File: src/core/ims_map.svh
/*
  register offsets, field positions, reset values of the interrupt mask block.
  assumes inclusion by bare name from core files.
*/
`ifndef IMS_MAP_SVH
`define IMS_MAP_SVH
// ==========================================
// offsets
`define IMS_UNMASK_CMD_OFS 8'h2C
`define IMS_MASK_CMD_OFS   8'h30
`define IMS_MASK_STATE_OFS 8'h34
`define IMS_RAW_STATE_OFS  8'h38
`define IMS_RAW_CLEAR_OFS  8'h3C
// ==========================================
// fields
`define IMS_NSRC          13
`define IMS_BIT_TIMEOUT   12
`define IMS_BIT_GENCALL   11
`define IMS_BIT_START     10
`define IMS_BIT_STOP      9
`define IMS_BIT_ACTIVITY  8
`define IMS_BIT_RXDONE    7
`define IMS_BIT_TXABORT   6
`define IMS_BIT_RDREQ     5
`define IMS_BIT_TXLOW     4
`define IMS_BIT_TXOVER    3
`define IMS_BIT_RXHIGH    2
`define IMS_BIT_RXOVER    1
`define IMS_BIT_RXUNDER   0
`define IMS_MASK_RESET    13'h0000
`define IMS_RAW_RESET     13'h0000
`endif

File: src/core/ims_pkg.sv
/*
  types of the interrupt mask block.
  assumes ims_map.svh in the include path.
*/
package ims_pkg;
  // ==========================================
  // source vector
  typedef struct packed {
    logic timeout;
    logic generalCall;
    logic startSeen;
    logic stopSeen;
    logic activity;
    logic rxFinished;
    logic txAborted;
    logic readRequest;
    logic txLow;
    logic txOverrun;
    logic rxHigh;
    logic rxOverrun;
    logic rxUnderrun;
  } ims_src_t;
  // ==========================================
  // ahb-lite request
  typedef struct packed {
    logic        hsel;
    logic [31:0] haddr;
    logic [1:0]  htrans;
    logic        hwrite;
    logic [2:0]  hsize;
    logic        hready;
  } ims_ahb_req_t;
endpackage

File: src/core/ims_interrupt_mask.sv
/*
  interrupt mask state and raw state registers of an i2c controller, ahb-lite slave.
  assumes the protocol engine pulses one event bit per source, and a single
  clock with asynchronous active-high reset.
*/
// How it works
// - bit 12 of mask state shows whether the timeout source is unmasked.
// - bit 11 of mask state shows whether the general call source is unmasked.
// - bit 10 of mask state shows whether start detection is unmasked.
// - bit 9 of mask state shows whether stop detection is unmasked.
// - bit 8 of mask state shows whether activity detection is unmasked.
// - bit 7 of mask state shows whether receive done is unmasked.
// - bit 6 of mask state shows whether transmit abort is unmasked.
// - bit 5 of mask state shows whether remote read request is unmasked.
// - bit 4 of mask state shows whether transmit empty is unmasked.
// - bit 3 of mask state shows whether transmit overflow is unmasked.
// - bit 2 of mask state shows whether receive full is unmasked.
// - bit 1 of mask state shows whether receive overflow is unmasked.
// - bit 0 of mask state shows whether receive underflow is unmasked.
// - one means unmasked, zero masked; every mask bit resets to zero.
// - bits 31 to 13 read zero and ignore writes.
// - writing one to the unmask command sets that mask bit; zeros do nothing.
// - writing one to the mask command clears that mask bit; zeros do nothing.
// - general call raw bit sets only on an acknowledged general call address.
`include "ims_map.svh"
`timescale 1ns/100ps
`default_nettype none
module ims_interrupt_mask #(
  parameter int NSRC = `IMS_NSRC
) (
  input  wire logic                 clk,
  input  wire logic                 reset,
  input  wire ims_pkg::ims_ahb_req_t ahbReq,
  input  wire logic [31:0]          hwdata,
  output logic [31:0]               hrdata,
  output logic                      hreadyout,
  output logic                      hresp,
  input  wire ims_pkg::ims_src_t    srcEvent,
  input  wire logic                 genCallAcked,
  output logic                      irq,
  output ims_pkg::ims_src_t         unmaskedState
);
  import ims_pkg::*;

  // ==========================================
  // address phase capture
  logic       wrPend_q;
  logic       rdPend_q;
  logic [7:0] addr_q;
  logic       take;

  assign take = ahbReq.hsel && ahbReq.hready && ahbReq.htrans[1];

  always_ff @(posedge clk or posedge reset) begin
    if (reset) begin
      wrPend_q <= 1'b0;
      rdPend_q <= 1'b0;
      addr_q   <= 8'h00;
    end else begin
      wrPend_q <= take && ahbReq.hwrite;
      rdPend_q <= take && !ahbReq.hwrite;
      if (take) begin
        addr_q <= ahbReq.haddr[7:0];
      end
    end
  end

  // ==========================================
  // write decode
  logic [NSRC-1:0] unmaskWr;
  logic [NSRC-1:0] maskWr;
  logic [NSRC-1:0] rawClrWr;

  assign unmaskWr = (wrPend_q && addr_q == `IMS_UNMASK_CMD_OFS) ? hwdata[NSRC-1:0] : '0;
  assign maskWr   = (wrPend_q && addr_q == `IMS_MASK_CMD_OFS) ? hwdata[NSRC-1:0] : '0;
  assign rawClrWr = (wrPend_q && addr_q == `IMS_RAW_CLEAR_OFS) ? hwdata[NSRC-1:0] : '0;

  // ==========================================
  // mask and raw state per source
  logic [NSRC-1:0] mask_q;
  logic [NSRC-1:0] raw_q;
  logic [NSRC-1:0] evt;

  always_comb begin
    evt = srcEvent;
    evt[`IMS_BIT_GENCALL] = srcEvent.generalCall && genCallAcked;
  end

  genvar i;
  generate
    for (i = 0; i < NSRC; i++) begin : gSrc
      always_ff @(posedge clk or posedge reset) begin
        if (reset) begin
          mask_q[i] <= 1'b0;
        end else if (unmaskWr[i]) begin
          mask_q[i] <= 1'b1;
        end else if (maskWr[i]) begin
          mask_q[i] <= 1'b0;
        end
      end
      always_ff @(posedge clk or posedge reset) begin
        if (reset) begin
          raw_q[i] <= 1'b0;
        end else if (evt[i]) begin
          raw_q[i] <= 1'b1;
        end else if (rawClrWr[i]) begin
          raw_q[i] <= 1'b0;
        end
      end
    end
  endgenerate

  // ==========================================
  // interrupt and state outputs
  always_ff @(posedge clk or posedge reset) begin
    if (reset) begin
      irq           <= 1'b0;
      unmaskedState <= '0;
    end else begin
      irq           <= |(raw_q & mask_q);
      unmaskedState <= mask_q;
    end
  end

  // ==========================================
  // read data, registered so it stands in the data phase
  logic [31:0] rdData;

  always_comb begin
    rdData = 32'h0000_0000;
    unique case (ahbReq.haddr[7:0])
      `IMS_MASK_STATE_OFS: rdData[NSRC-1:0] = mask_q;
      `IMS_RAW_STATE_OFS:  rdData[NSRC-1:0] = raw_q;
      default:             rdData = 32'h0000_0000;
    endcase
  end

  // mask and raw state offsets have no write decode at all
  always_ff @(posedge clk or posedge reset) begin
    if (reset) begin
      hrdata <= 32'h0000_0000;
    end else if (take && !ahbReq.hwrite) begin
      hrdata <= rdData;
    end
  end

  always_ff @(posedge clk or posedge reset) begin
    if (reset) begin
      hreadyout <= 1'b1;
      hresp     <= 1'b0;
    end else begin
      hreadyout <= 1'b1;
      hresp     <= 1'b0;
    end
  end

endmodule
`default_nettype wire

File: config.mk
export PLATFORM = sky130hd
export DESIGN_NAME = ims_interrupt_mask
export DESIGN_NICKNAME = d
export VERILOG_FILES = /design/src/core/ims_pkg.sv /design/src/core/ims_interrupt_mask.sv
export VERILOG_INCLUDE_DIRS = /design/src /design/src/core
export SDC_FILE = /design/constraint.sdc
export NUM_CORES = 1
export LEC_CHECK = 0
export BUFFER_PORTS_ARGS = -buffer_cell sky130_fd_sc_hd__buf_2
export CAP_MARGIN = 20
export CELL_PAD_IN_SITES_DETAIL_PLACEMENT = 1
export CELL_PAD_IN_SITES_GLOBAL_PLACEMENT = 1
export CORE_MARGIN = 10
export CORE_UTILIZATION = 36
export CTS_CLUSTER_SIZE = 24
export DETAILED_ROUTE_END_ITERATION = 8
export MAX_ROUTING_LAYER = met4
export PLACE_DENSITY = 0.89
export SKIP_LAST_GASP = 1
export SYNTH_ARGS = -nofsm -noshare
export SYNTH_HDL_FRONTEND = slang
export SYNTH_SLANG_ARGS = --single-unit
File: constraint.sdc
create_clock -name clk -period 3.63 [get_ports clk]
set_input_delay 0 -clock clk [delete_from_list [all_inputs] [get_ports clk]]
set_output_delay 0 -clock clk [all_outputs]
set_load 0.02 [all_outputs]
==> results of run 1 <==
layout make-up:
type,instances,area share
sequential,62,0.417
clock inverter,1,0.00807
timing repair buffer,119,0.228
clock buffer,13,0.0427
inverter,28,0.0282
tap,99,0.0333
multi-input combinational,130,0.243
layout by cell type (no fill, tap or decap):
master	instances
inv_2	1
a222oi_1	1
bufinv_16	1
and2_0	1
nand2_1	13
nand3_1	2
a21o_1	12
a22oi_1	3
dlygate4sd3_1	49
nor3b_4	1
conb_1	21
and4bb_2	2
nor2b_1	2
nand4b_1	2
nand4b_4	1
mux2_2	8
dfrtp_1	62
nor2_1	3
buf_2	67
clkbuf_8	11
buf_4	3
a22o_1	15
o221ai_1	13
and3_1	2
clkbuf_1	2
inv_1	27
a221oi_1	1
nor4b_1	1
nand4_1	26
what timing repair did:
action	4_1_cts	5_1_grt
resized for setup	0	0
hold buffers	49	0
endpoints found under the hold margin	63	0
synth_stat cells:
cell type | n | area share
nor4b_1 | 1 | 0.0032
inv_1 | 28 | 0.039
mux2_2 | 8 | 0.033
clkbuf_1 | 3 | 0.0042
o221ai_1 | 13 | 0.042
nand3_1 | 2 | 0.0037
buf_4 | 23 | 0.064
a222oi_1 | 1 | 0.0037
nand4b_1 | 2 | 0.0065
nor3b_4 | 1 | 0.0069
and3_1 | 2 | 0.0046
and2_0 | 1 | 0.0023
a21o_1 | 12 | 0.033
a22oi_1 | 3 | 0.0083
nand2_1 | 13 | 0.018
nor2_1 | 3 | 0.0042
nand4b_4 | 1 | 0.0088
dfrtp_1 | 62 | 0.57
buf_2 | 5 | 0.0092
nand4_1 | 26 | 0.060
a22o_1 | 15 | 0.049
nor2b_1 | 2 | 0.0046
conb_1 | 2 | 0.0028
a221oi_1 | 1 | 0.0032
buf_6 | 1 | 0.0042
and4bb_2 | 2 | 0.0092
metal layers:
layer,global-route usage,up-vias,share of wire
met2,0.264,68,0.53
met5,-,-,0
met3,0.0419,6,0.039
met1,0.173,1150,0.43
li1,-,1028,-
met4,0.0329,0,0.0063
worst max-delay path, cell delays in order (launching register included):
cell,delay (ns)
dfrtp_1,0.39
and4bb_2,0.69
nand4_1,0.19
a22o_1,0.24
dlygate4sd3_1,0.57
per-stage QoR:
| step | instances | worst slack, ns |
|---|---|---|
| 2_1_floorplan | 252 | 2.09 |
| 3_3_place_gp | 389 | 1.83 |
| 3_5_place_dp | 389 | 1.69 |
| 4_1_cts | 452 | 1.48 |
| 5_1_grt | 452 | 1.36 |
| 6_report | 452 | 1.43 |
sequential cells by signal, indices dropped and copies added (netlist names):
name and flops:
wrPend_q 1, irq 1, unmaskedState 13, mask_q 13
hrdata 13, addr_q 8, raw_q 13
report_power, final:
group          leakage, nW  switching (mW)  internal, mW
logic                0.926           0.111        0.0765
clock network       0.0956           0.250         0.348
registers            0.780          0.0196         0.718
total                 1.80           0.381          1.14
worst max path at each step:
stage / from / endpoint / slack [ns] / cells past startpoint
2_1_floorplan: reset / addr_q[0] / 2.09 / 1
3_3_place_gp: ahbReq[4] / hrdata[3] / 1.83 / 4
3_5_place_dp: ahbReq[4] / hrdata[4] / 1.69 / 4
4_1_cts: ahbReq[4] / hrdata[4] / 1.48 / 5
5_1_grt: addr_q[6] / raw_q[11] / 1.36 / 4
6_report: addr_q[6] / raw_q[11] / 1.43 / 4
kinds of logic after synthesis:
group | after synthesis | share of synthesized area
DFF | 62 | 0.573
other | 2 | 0.00277
buffers and inverters | 60 | 0.120
muxes | 8 | 0.0333
and+or+nand+nor | 56 | 0.132
AOI/OAI and AO/OA | 45 | 0.139
==> results.md, run 1 <==
- Total area of multi-input combinational cells: 903 sq um
- Reg2reg end: raw_q[11]
- H-tree Lvls: 3
- GPL Wtd Cong: 0.749
- Worst hold slack: 0.198 ns
- Number of cells on the worst reg-to-reg path: 4
- Area grow syn2layout: 37.4%
- Period Utilization, post-route: 0.605
- Ratio of total power to cell area: 409 nW/um^2
- Number of endpoints with negative hold slack in the final report: 0
- Post-CTS setup-driven buffer insertion count: 0
- Launch instance of the worst min-delay path: ahbReq[0]
- Slew margin rel.: 0.310
- Pin count of the biggest net entering global routing: 35
- CTS tree: built
- Clk Latency, worst-skew pair: 0.32 ns
- Reg-to-reg setup timing slack: 1.43 ns
- Vias in the first global route: 2611
- Inserted Diodes: 0
- Mean routed wirelength per cell: 18.5 um
- Remaining antenna violation count after routing: 0
- Global Route Usage Sum: 0.153
- Clock tree buffer depth: 2
- Worst Hold End: hrdata[3]
- Utilization of the core after routing: 0.510
- Post-CTS clock slew at the launch and capture registers of the worst setup and hold paths: 0.06 ns
- # setup viols final: 0
- Minimum clock period: 2.20 ns
- Number of nets in the final layout: 438
- Library cells used by synthesis: 26
- Number of DRC markers after the initial detailed-route iteration: 66
- First-pass GRT wire length: 13.5 mm
- Required @ worst endpoint: 3.83 ns
- Max-capacitance violation count: 0
- I/O pin cnt: 136
- Number of filler cells placed in the layout: 827
- Type of element capturing the critical path: flop
- Worst clock skew: 0.00528 ns
- HPWL reported at the end of detailed placement: 5.48 mm
- Critical path data arrival time: 2.40 ns
- Post-synthesis sequential element count: 62
- Vertical extent of the die: 107 um
- Run status: finished, final reports clean
- Initial antenna violation count: 0
- PortBufs: 67
- Post-Layout Inst Area: 3720 sq um
- Cell depth of the worst min-delay path: 4
- First-pass detailed-route iteration total: 5
- Number of warnings issued by yosys: 0
- Slew Limit Fails: 0
- Total power: 1.52 mW
- Total grt overflow: 0
- Routed vias/inst: 4.98
- RSZ-0062 raised after global routing: false
- Cell area after placement: 3040 sq um
- Synthesized cell area: 2710 sq um
- Area of the placeable core: 7290 sq um
- DRC Markers: 0
- Register area: 1550 sq um
- Clock Sink Count: 62
- Startpoint type of the worst setup path: flop
- Worst setup path class: reg -> reg
- Effective utilization at floorplan: 0.371
- CTS root buffer: clkbuf_8
- Portion of the post-synthesis area used by sequential elements: 0.573
- Routed Wire Length: 8.35 mm
- Slew at the pin closest to its max-slew limit: 1.03 ns
- Share of layout cells above drive strength 1: 0.269
- Die Width: 107 um
- Worst reg2reg path startpoint: addr_q[6]
- Largest vdd supply drop: 181 uV
- Min-Delay Path Class: in -> reg
- Instance count of the mapped netlist: 233
- Die outline area: 11400 sq um
- Setup TNS: 0 ns
- Standby leakage power: 1.80 nW
- Number of clock buffers inserted by TritonCTS: 9
- Maximum fanout encountered on the critical timing path: 26
- Row Count: 31
- Maximum frequency from static timing analysis: 455 MHz
- Total via count in the routed design: 2252
- Mapped Avg Cell Area: 11.6 sq um
(Power assumes the default switching activity.)
==> run 2, diff against run 1 <==
Settings changed: CORE_UTILIZATION 36 to 34, PLACE_DENSITY 0.89 to 0.85.
Clock period 3.63 ns to 2.2 ns, I/O delays scaled along.
==> run 2 against run 1 <==
Net effect:
- sequential power grew 65%
- sequential share of layout area is 0.80 points lower
- worst setup slack worse by 1.3 ns
- combinational power rose by 75%
- wire length rose by 7.3%
- critical path type unchanged
==> results.md, run 2 (synthesis gave the netlist of run 1 again) <==
- Run status: finished, final reports clean
- Post-CTS setup-driven buffer insertion count: 0 (unchanged)
- Largest vdd supply drop: 272 uV (+50%)
- GPL Wtd Cong: 0.784 (+4.6%)
- HPWL reported at the end of detailed placement: 5.53 mm (+1.0%)
- Non-Filler Instances: 461 (+2.0%)
- CTS tree: built
- Worst clock skew: 0.00894 ns (+0.00366 ns)
- Total power: 2.67 mW (+75%)
- Vias in the first global route: 2743 (+5.1%)
- Switching power share of the total: 0.249 (-0.00110)
- Required @ worst endpoint: 2.42 ns (-1.41 ns)
- Max-capacitance violation count: 0 (unchanged)
- Number of nets in the final layout: 442 (+0.91%)
- Share of power burned in combinational logic: 0.122 (about the same)
- Type of element capturing the critical path: flop
- Number of DRC markers after the initial detailed-route iteration: 124 (+88%)
- Most common cell after layout, fill and taps aside: buf_2
- DRC Markers: 0 (unchanged)
- Sequential Power Share: 0.456 (-0.028)
- Worst setup path class: reg -> reg
- Vertical extent of the die: 109 um (+2.4%)
- P_int: 2.01 mW (+76%)
- Area of the placeable core: 7730 sq um (+6.0%)
- Maximum frequency from static timing analysis: 483 MHz (+6.3%)
- Total area of multi-input combinational cells: 907 sq um (+0.42%)
- Pin count of the biggest net entering global routing: 33 (-5.7%)
- Clock Sink Count: 62 (unchanged)
- Die Width: 109 um (+2.4%)
- Number of filler cells placed in the layout: 884 (+6.9%)
- Register area: 1550 sq um (unchanged)
- Mean routed wirelength per cell: 19.4 um (+5.2%)
- Clock tree buffer depth: 2 (unchanged)
- H-tree Lvls: 3 (unchanged)
- NetSw: 0.665 mW (+75%)
- Worst hold slack: 0.209 ns (+0.0114 ns)
- Number of instances in the placed design: 396 (+1.8%)
- Utilization of the core after routing: 0.491 (-0.0194)
- Minimum clock period: 2.07 ns (-0.129 ns)
- Global Route Usage Sum: 0.159 (+0.00614)
- I/O pin cnt: 136 (unchanged)
- Area grow syn2layout: 40.0%
- First-pass detailed-route iteration total: 6 (+1)
- Die outline area: 11900 sq um (+4.8%)
- Total grt overflow: 0 (unchanged)
- Total via count in the routed design: 2356 (+4.6%)
- Period Utilization, post-route: 0.940 (+0.335)
- Share of power burned in the clock network: 0.421 (+0.028)
- Setup TNS: 0 ns (unchanged)
- Ratio of total power to cell area: 705 nW/um^2 (+72%)
- Leading cell types in the layout, fill and taps excluded: buf_2, dfrtp_1, dlygate4sd3_1
- Number of clock buffers inserted by TritonCTS: 9 (unchanged)
- Maximum fanout encountered on the critical timing path: 26 (unchanged)
- Critical path data arrival time: 2.29 ns (-0.11 ns)
- Remaining antenna violation count after routing: 0 (unchanged)
- PortBufs: 67 (unchanged)
- Standby leakage power: 1.84 nW (+2.1%)
- RSZ-0062 raised after global routing: false
- Slew at the pin closest to its max-slew limit: 0.684 ns (-0.347 ns)
- # setup viols final: 0 (unchanged)
- Post-CTS clock slew at the launch and capture registers of the worst setup and hold paths: 0.07 ns (about the same)
- Share of layout cells above drive strength 1: 0.285 (+0.0158)
- Effective utilization at floorplan: 0.351 (-0.0209)
- Routed Wire Length: 8.96 mm (+7.3%)
- Clk Latency, worst-skew pair: 0.34 ns (+0.02 ns)
- Number of endpoints with negative hold slack in the final report: 0 (unchanged)
- Routed vias/inst: 5.11 (+2.6%)
- CTS root buffer: clkbuf_8
- Initial antenna violation count: 1 (+1)
- Startpoint type of the worst setup path: flop
- Row Count: 32 (+3.2%)
- Slew margin rel.: 0.543 (+0.233)
- Min-Delay Path Class: in -> reg
- Slew Limit Fails: 0 (unchanged)
- First-pass GRT wire length: 14.2 mm (+5.1%)
-- run 2: critical path, cell delays in order (launching register included) --
cell           delay, ns
dfrtp_1             0.40
and4bb_4            0.57
nand4_1             0.21
a21o_1              0.21
dlygate4sd3_1       0.55
-- run 2: worst paths after layout --
kind                           start               end  slack, ns  cells past startpoint
setup / recovery           addr_q[6]         raw_q[12]       0.13                      4
hold / removal             ahbReq[6]         hrdata[6]       0.21                      4
setup reg to reg           addr_q[6]         raw_q[12]       0.13                      4
hold reg to reg            mask_q[0]  unmaskedState[0]       0.44                      0
max in group asynchronous      reset          wrPend_q       1.18                      4
min in group asynchronous      reset               irq       0.32                      3
-- run 2: power by group through the flow --
stage	registers, mW	logic [mW]	clock network [mW]
final	1.22	0.327	1.13
after global routing	1.23	0.355	1.21
after CTS	1.22	0.317	1.15
after detailed placement	1.24	0.265	0
after global placement	1.23	0.256	0
after floorplan	1.24	0.174	0
-- run 2: stage by stage --
stage / setup WS, ns / cell area [sq um]
after floorplan: 0.659 / 2780
after global placement: 0.618 / 3080
after detailed placement: 0.568 / 3080
after CTS: 0.0343 / 3790
after global routing: 0.0944 / 3790
final: 0.132 / 3790
-- run 2: cell type report --
type,instances,area share
Sequential cell,62,0.409
Multi-Input combinational cell,130,0.239
Timing Repair Buffer,123,0.232
Clock buffer,11,0.0399
Tap cell,102,0.0336
Inverter,28,0.0277
Clock inverter,4,0.0185
Antenna cell,1,0.000660
-- run 2: timing repair --
| action | CTS | global route |
|---|---|---|
| hold buffers | 49 | 0 |
| endpoints found under the setup margin | 0 | 11 |
| hold endpoints to repair | 65 | 0 |
| gates resized for setup | 0 | 1 |
-- run 2: metal layers --
metal / global-route usage / share of wire / up-vias
li1: - / - / 1041
met1: 0.180 / 0.42 / 1195
met2: 0.255 / 0.50 / 97
met3: 0.0413 / 0.052 / 23
met4: 0.0818 / 0.031 / 0
met5: - / 0 / -
==> run 3, diff against run 2 <==
Settings changed: CELL_PAD_IN_SITES_DETAIL_PLACEMENT 1 to 0, CORE_UTILIZATION 34 to 30, PLACE_DENSITY 0.85 to 0.8.
Clock period 2.2 ns to 1.9 ns, I/O delays scaled along.
==> run 3 against run 2 <==
Net effect:
- power grew 12%
- sequential cell count is the same
- via count shrank 8.4%
- core utilization shrank 7.0 points
- critical path depth is the same
- final area shrank 2.8%
- hold slack lost 0.033 ns
==> results.md, run 3 (synthesis gave the netlist of run 1 again) <==
- Worst hold slack: 0.176 ns (-0.0331 ns)
- Setup TNS: 0 ns (unchanged)
- First-pass detailed-route iteration total: 4 (-2)
- CTS tree: built
- Worst setup path class: reg -> reg
- Run status: finished, final reports clean
- Critical path data arrival time: 1.78 ns (-0.51 ns)
- Total power: 3.00 mW (+12%)
- Type of element capturing the critical path: flop
- Largest vdd supply drop: 401 uV (+47%)
- HPWL reported at the end of detailed placement: 5.30 mm (-4.2%)
- RSZ-0062 raised after global routing: false
- Number of instances in the placed design: 404 (+2.0%)
- Post-CTS setup-driven buffer insertion count: 0 (unchanged)
- Maximum frequency from static timing analysis: 666 MHz (+38%)
- CTS root buffer: clkbuf_8
- Area of the placeable core: 8760 sq um (+13%)
- Clk Latency, worst-skew pair: 0.34 ns (about the same)
- Post-CTS clock slew at the launch and capture registers of the worst setup and hold paths: 0.07 ns (about the same)
- Vertical extent of the die: 115 um (+5.3%)
- Ratio of total power to cell area: 814 nW/um^2 (+15%)
- Area grow syn2layout: 36.1%
- Mean routed wirelength per cell: 16.3 um (-16%)
- Number of DRC markers after the initial detailed-route iteration: 137 (+10%)
- Number of hold buffers added after CTS: 37 (-24%)
- Slew at the pin closest to its max-slew limit: 0.528 ns (-0.156 ns)
- Stage delay of the slowest cell on the critical path: 0.39 ns (-0.18 ns)
- CTS-repair resized insts: 0 (unchanged)
- Total via count in the routed design: 2157 (-8.4%)
- Cell with the biggest individual delay on the critical path: dfrtp_1
- Routed Wire Length: 7.46 mm (-17%)
- Number of cells on the worst reg-to-reg path: 4 (unchanged)
- Pin count of the biggest net entering global routing: 30 (-9.1%)
- Vias in the first global route: 2436 (-11%)
- Worst Hold End: hrdata[11]
- Reg2reg end: mask_q[7]
- Maximum fanout encountered on the critical timing path: 7 (-73%)
- Die outline area: 13200 sq um (+11%)
- PortBufs: 67 (unchanged)
- Number of nets in the final layout: 432 (-2.3%)
- Share of layout cells above drive strength 1: 0.296 (+0.0111)
- H-tree Lvls: 3 (unchanged)
- DRC Markers: 0 (unchanged)
- Standby leakage power: 1.83 nW (-0.43%)
- Required @ worst endpoint: 2.18 ns (-0.24 ns)
- Number of endpoints with negative hold slack in the final report: 0 (unchanged)
- Die Width: 115 um (+5.3%)
- Clock tree buffer depth: 2 (unchanged)
- Number of filler cells placed in the layout: 836 (-5.4%)
- Clock Sink Count: 62 (unchanged)
- Minimum clock period: 1.50 ns (-0.567 ns)
- Register area: 1550 sq um (unchanged)
- Global Route Usage Sum: 0.117 (-0.0419)
- Sequence of cells on the critical path: nor4b_1, and3_1, buf_4, a22o_1
- Worst reg2reg path startpoint: addr_q[7]
- Startpoint type of the worst setup path: flop
- Cell depth of the worst min-delay path: 4 (unchanged)
- Number of clock buffers inserted by TritonCTS: 9 (unchanged)
- Slew Limit Fails: 0 (unchanged)
- Row Count: 34 (+6.3%)
- I/O pin cnt: 136 (unchanged)
- Initial antenna violation count: 0 (-1)
- Period Utilization, post-route: 0.790 (-0.150)
- Non-Filler Instances: 457 (-0.87%)
- Most common cell after layout, fill and taps aside: buf_2
- Post-Layout Inst Area: 3690 sq um (-2.8%)
- Reg-to-reg setup timing slack: 0.40 ns (+0.27 ns)
- Cell area after placement: 3110 sq um (+1.1%)
- Min-Delay Path Class: in -> reg
- Routed vias/inst: 4.72 (-7.6%)
- Slew margin rel.: 0.648 (+0.104)
- Max-capacitance violation count: 0 (unchanged)
- Leading cell types in the layout, fill and taps excluded: buf_2, dfrtp_1, dlygate4sd3_1
- Remaining antenna violation count after routing: 0 (unchanged)
- First-pass GRT wire length: 12.0 mm (-15%)
- Total area of multi-input combinational cells: 903 sq um (-0.41%)
- Total grt overflow: 0 (unchanged)
- Effective utilization at floorplan: 0.309 (-0.0414)
- # setup viols final: 0 (unchanged)
- Worst clock skew: 0.00537 ns (-0.00357 ns)
- Launch instance of the worst min-delay path: ahbReq[0]
- GPL Wtd Cong: 0.788 (+0.61%)
run 3: cell types whose count changed in the layout (fill, tap and decap cells not counted), sizes merged:
cell,delta
dlygate4sd3,-12
buf,+2
clkbuf,-1
clkinv,+1
run 3: where the power goes:
group          internal, mW  switching, mW
sequential             1.37         0.0356
combinational         0.159          0.208
clock                 0.725          0.500
total                  2.26          0.744
run 3: worst max-delay path, delay by kind of cell (launching register included):
| family | cells | cell delay, ns |
|---|---|---|
| AND/OR/NAND/NOR | 2 | 0.67 |
| flip-flops | 1 | 0.39 |
| buffers and inverters | 1 | 0.22 |
| AO/OA/AOI/OAI | 1 | 0.15 |
run 3: worst max path at each step:
stage / end / slack, ns / depth (start not counted) / from
floorplan: addr_q[0] / 0.36 / 1 / reset
global placement: mask_q[12] / 0.40 / 4 / addr_q[7]
detailed placement: mask_q[7] / 0.40 / 4 / addr_q[7]
CTS: mask_q[7] / 0.38 / 4 / addr_q[7]
global route: mask_q[7] / 0.29 / 4 / addr_q[7]
finish: mask_q[7] / 0.40 / 4 / addr_q[7]
run 3: per-layer routing:
metal,GRT usage,wire length (um),vias to the layer above,share of wire
li1,-,-,1024,-
met1,0.137,3130,1043,0.42
met2,0.179,3670,81,0.49
met3,0.0339,508,9,0.068
met4,0.0594,149,0,0.020
met5,-,0,-,0
run 3: area by class of cell:
| type | instances | area share |
|---|---|---|
| diodes | 1 | 0.000679 |
| clock buffers | 10 | 0.0346 |
| clock inverters | 5 | 0.0204 |
| inverters | 28 | 0.0285 |
| multi-input cells | 130 | 0.245 |
| flip-flops and latches | 62 | 0.421 |
| well taps | 108 | 0.0367 |
| repair buffers | 113 | 0.213 |
run 3: stage by stage:
stage                     worst slack (ns)  utilization
after floorplan                      0.359            -
after global placement               0.403        0.355
after detailed placement             0.401        0.355
after CTS                            0.382        0.420
after global routing                 0.295        0.420
final                                0.398        0.421
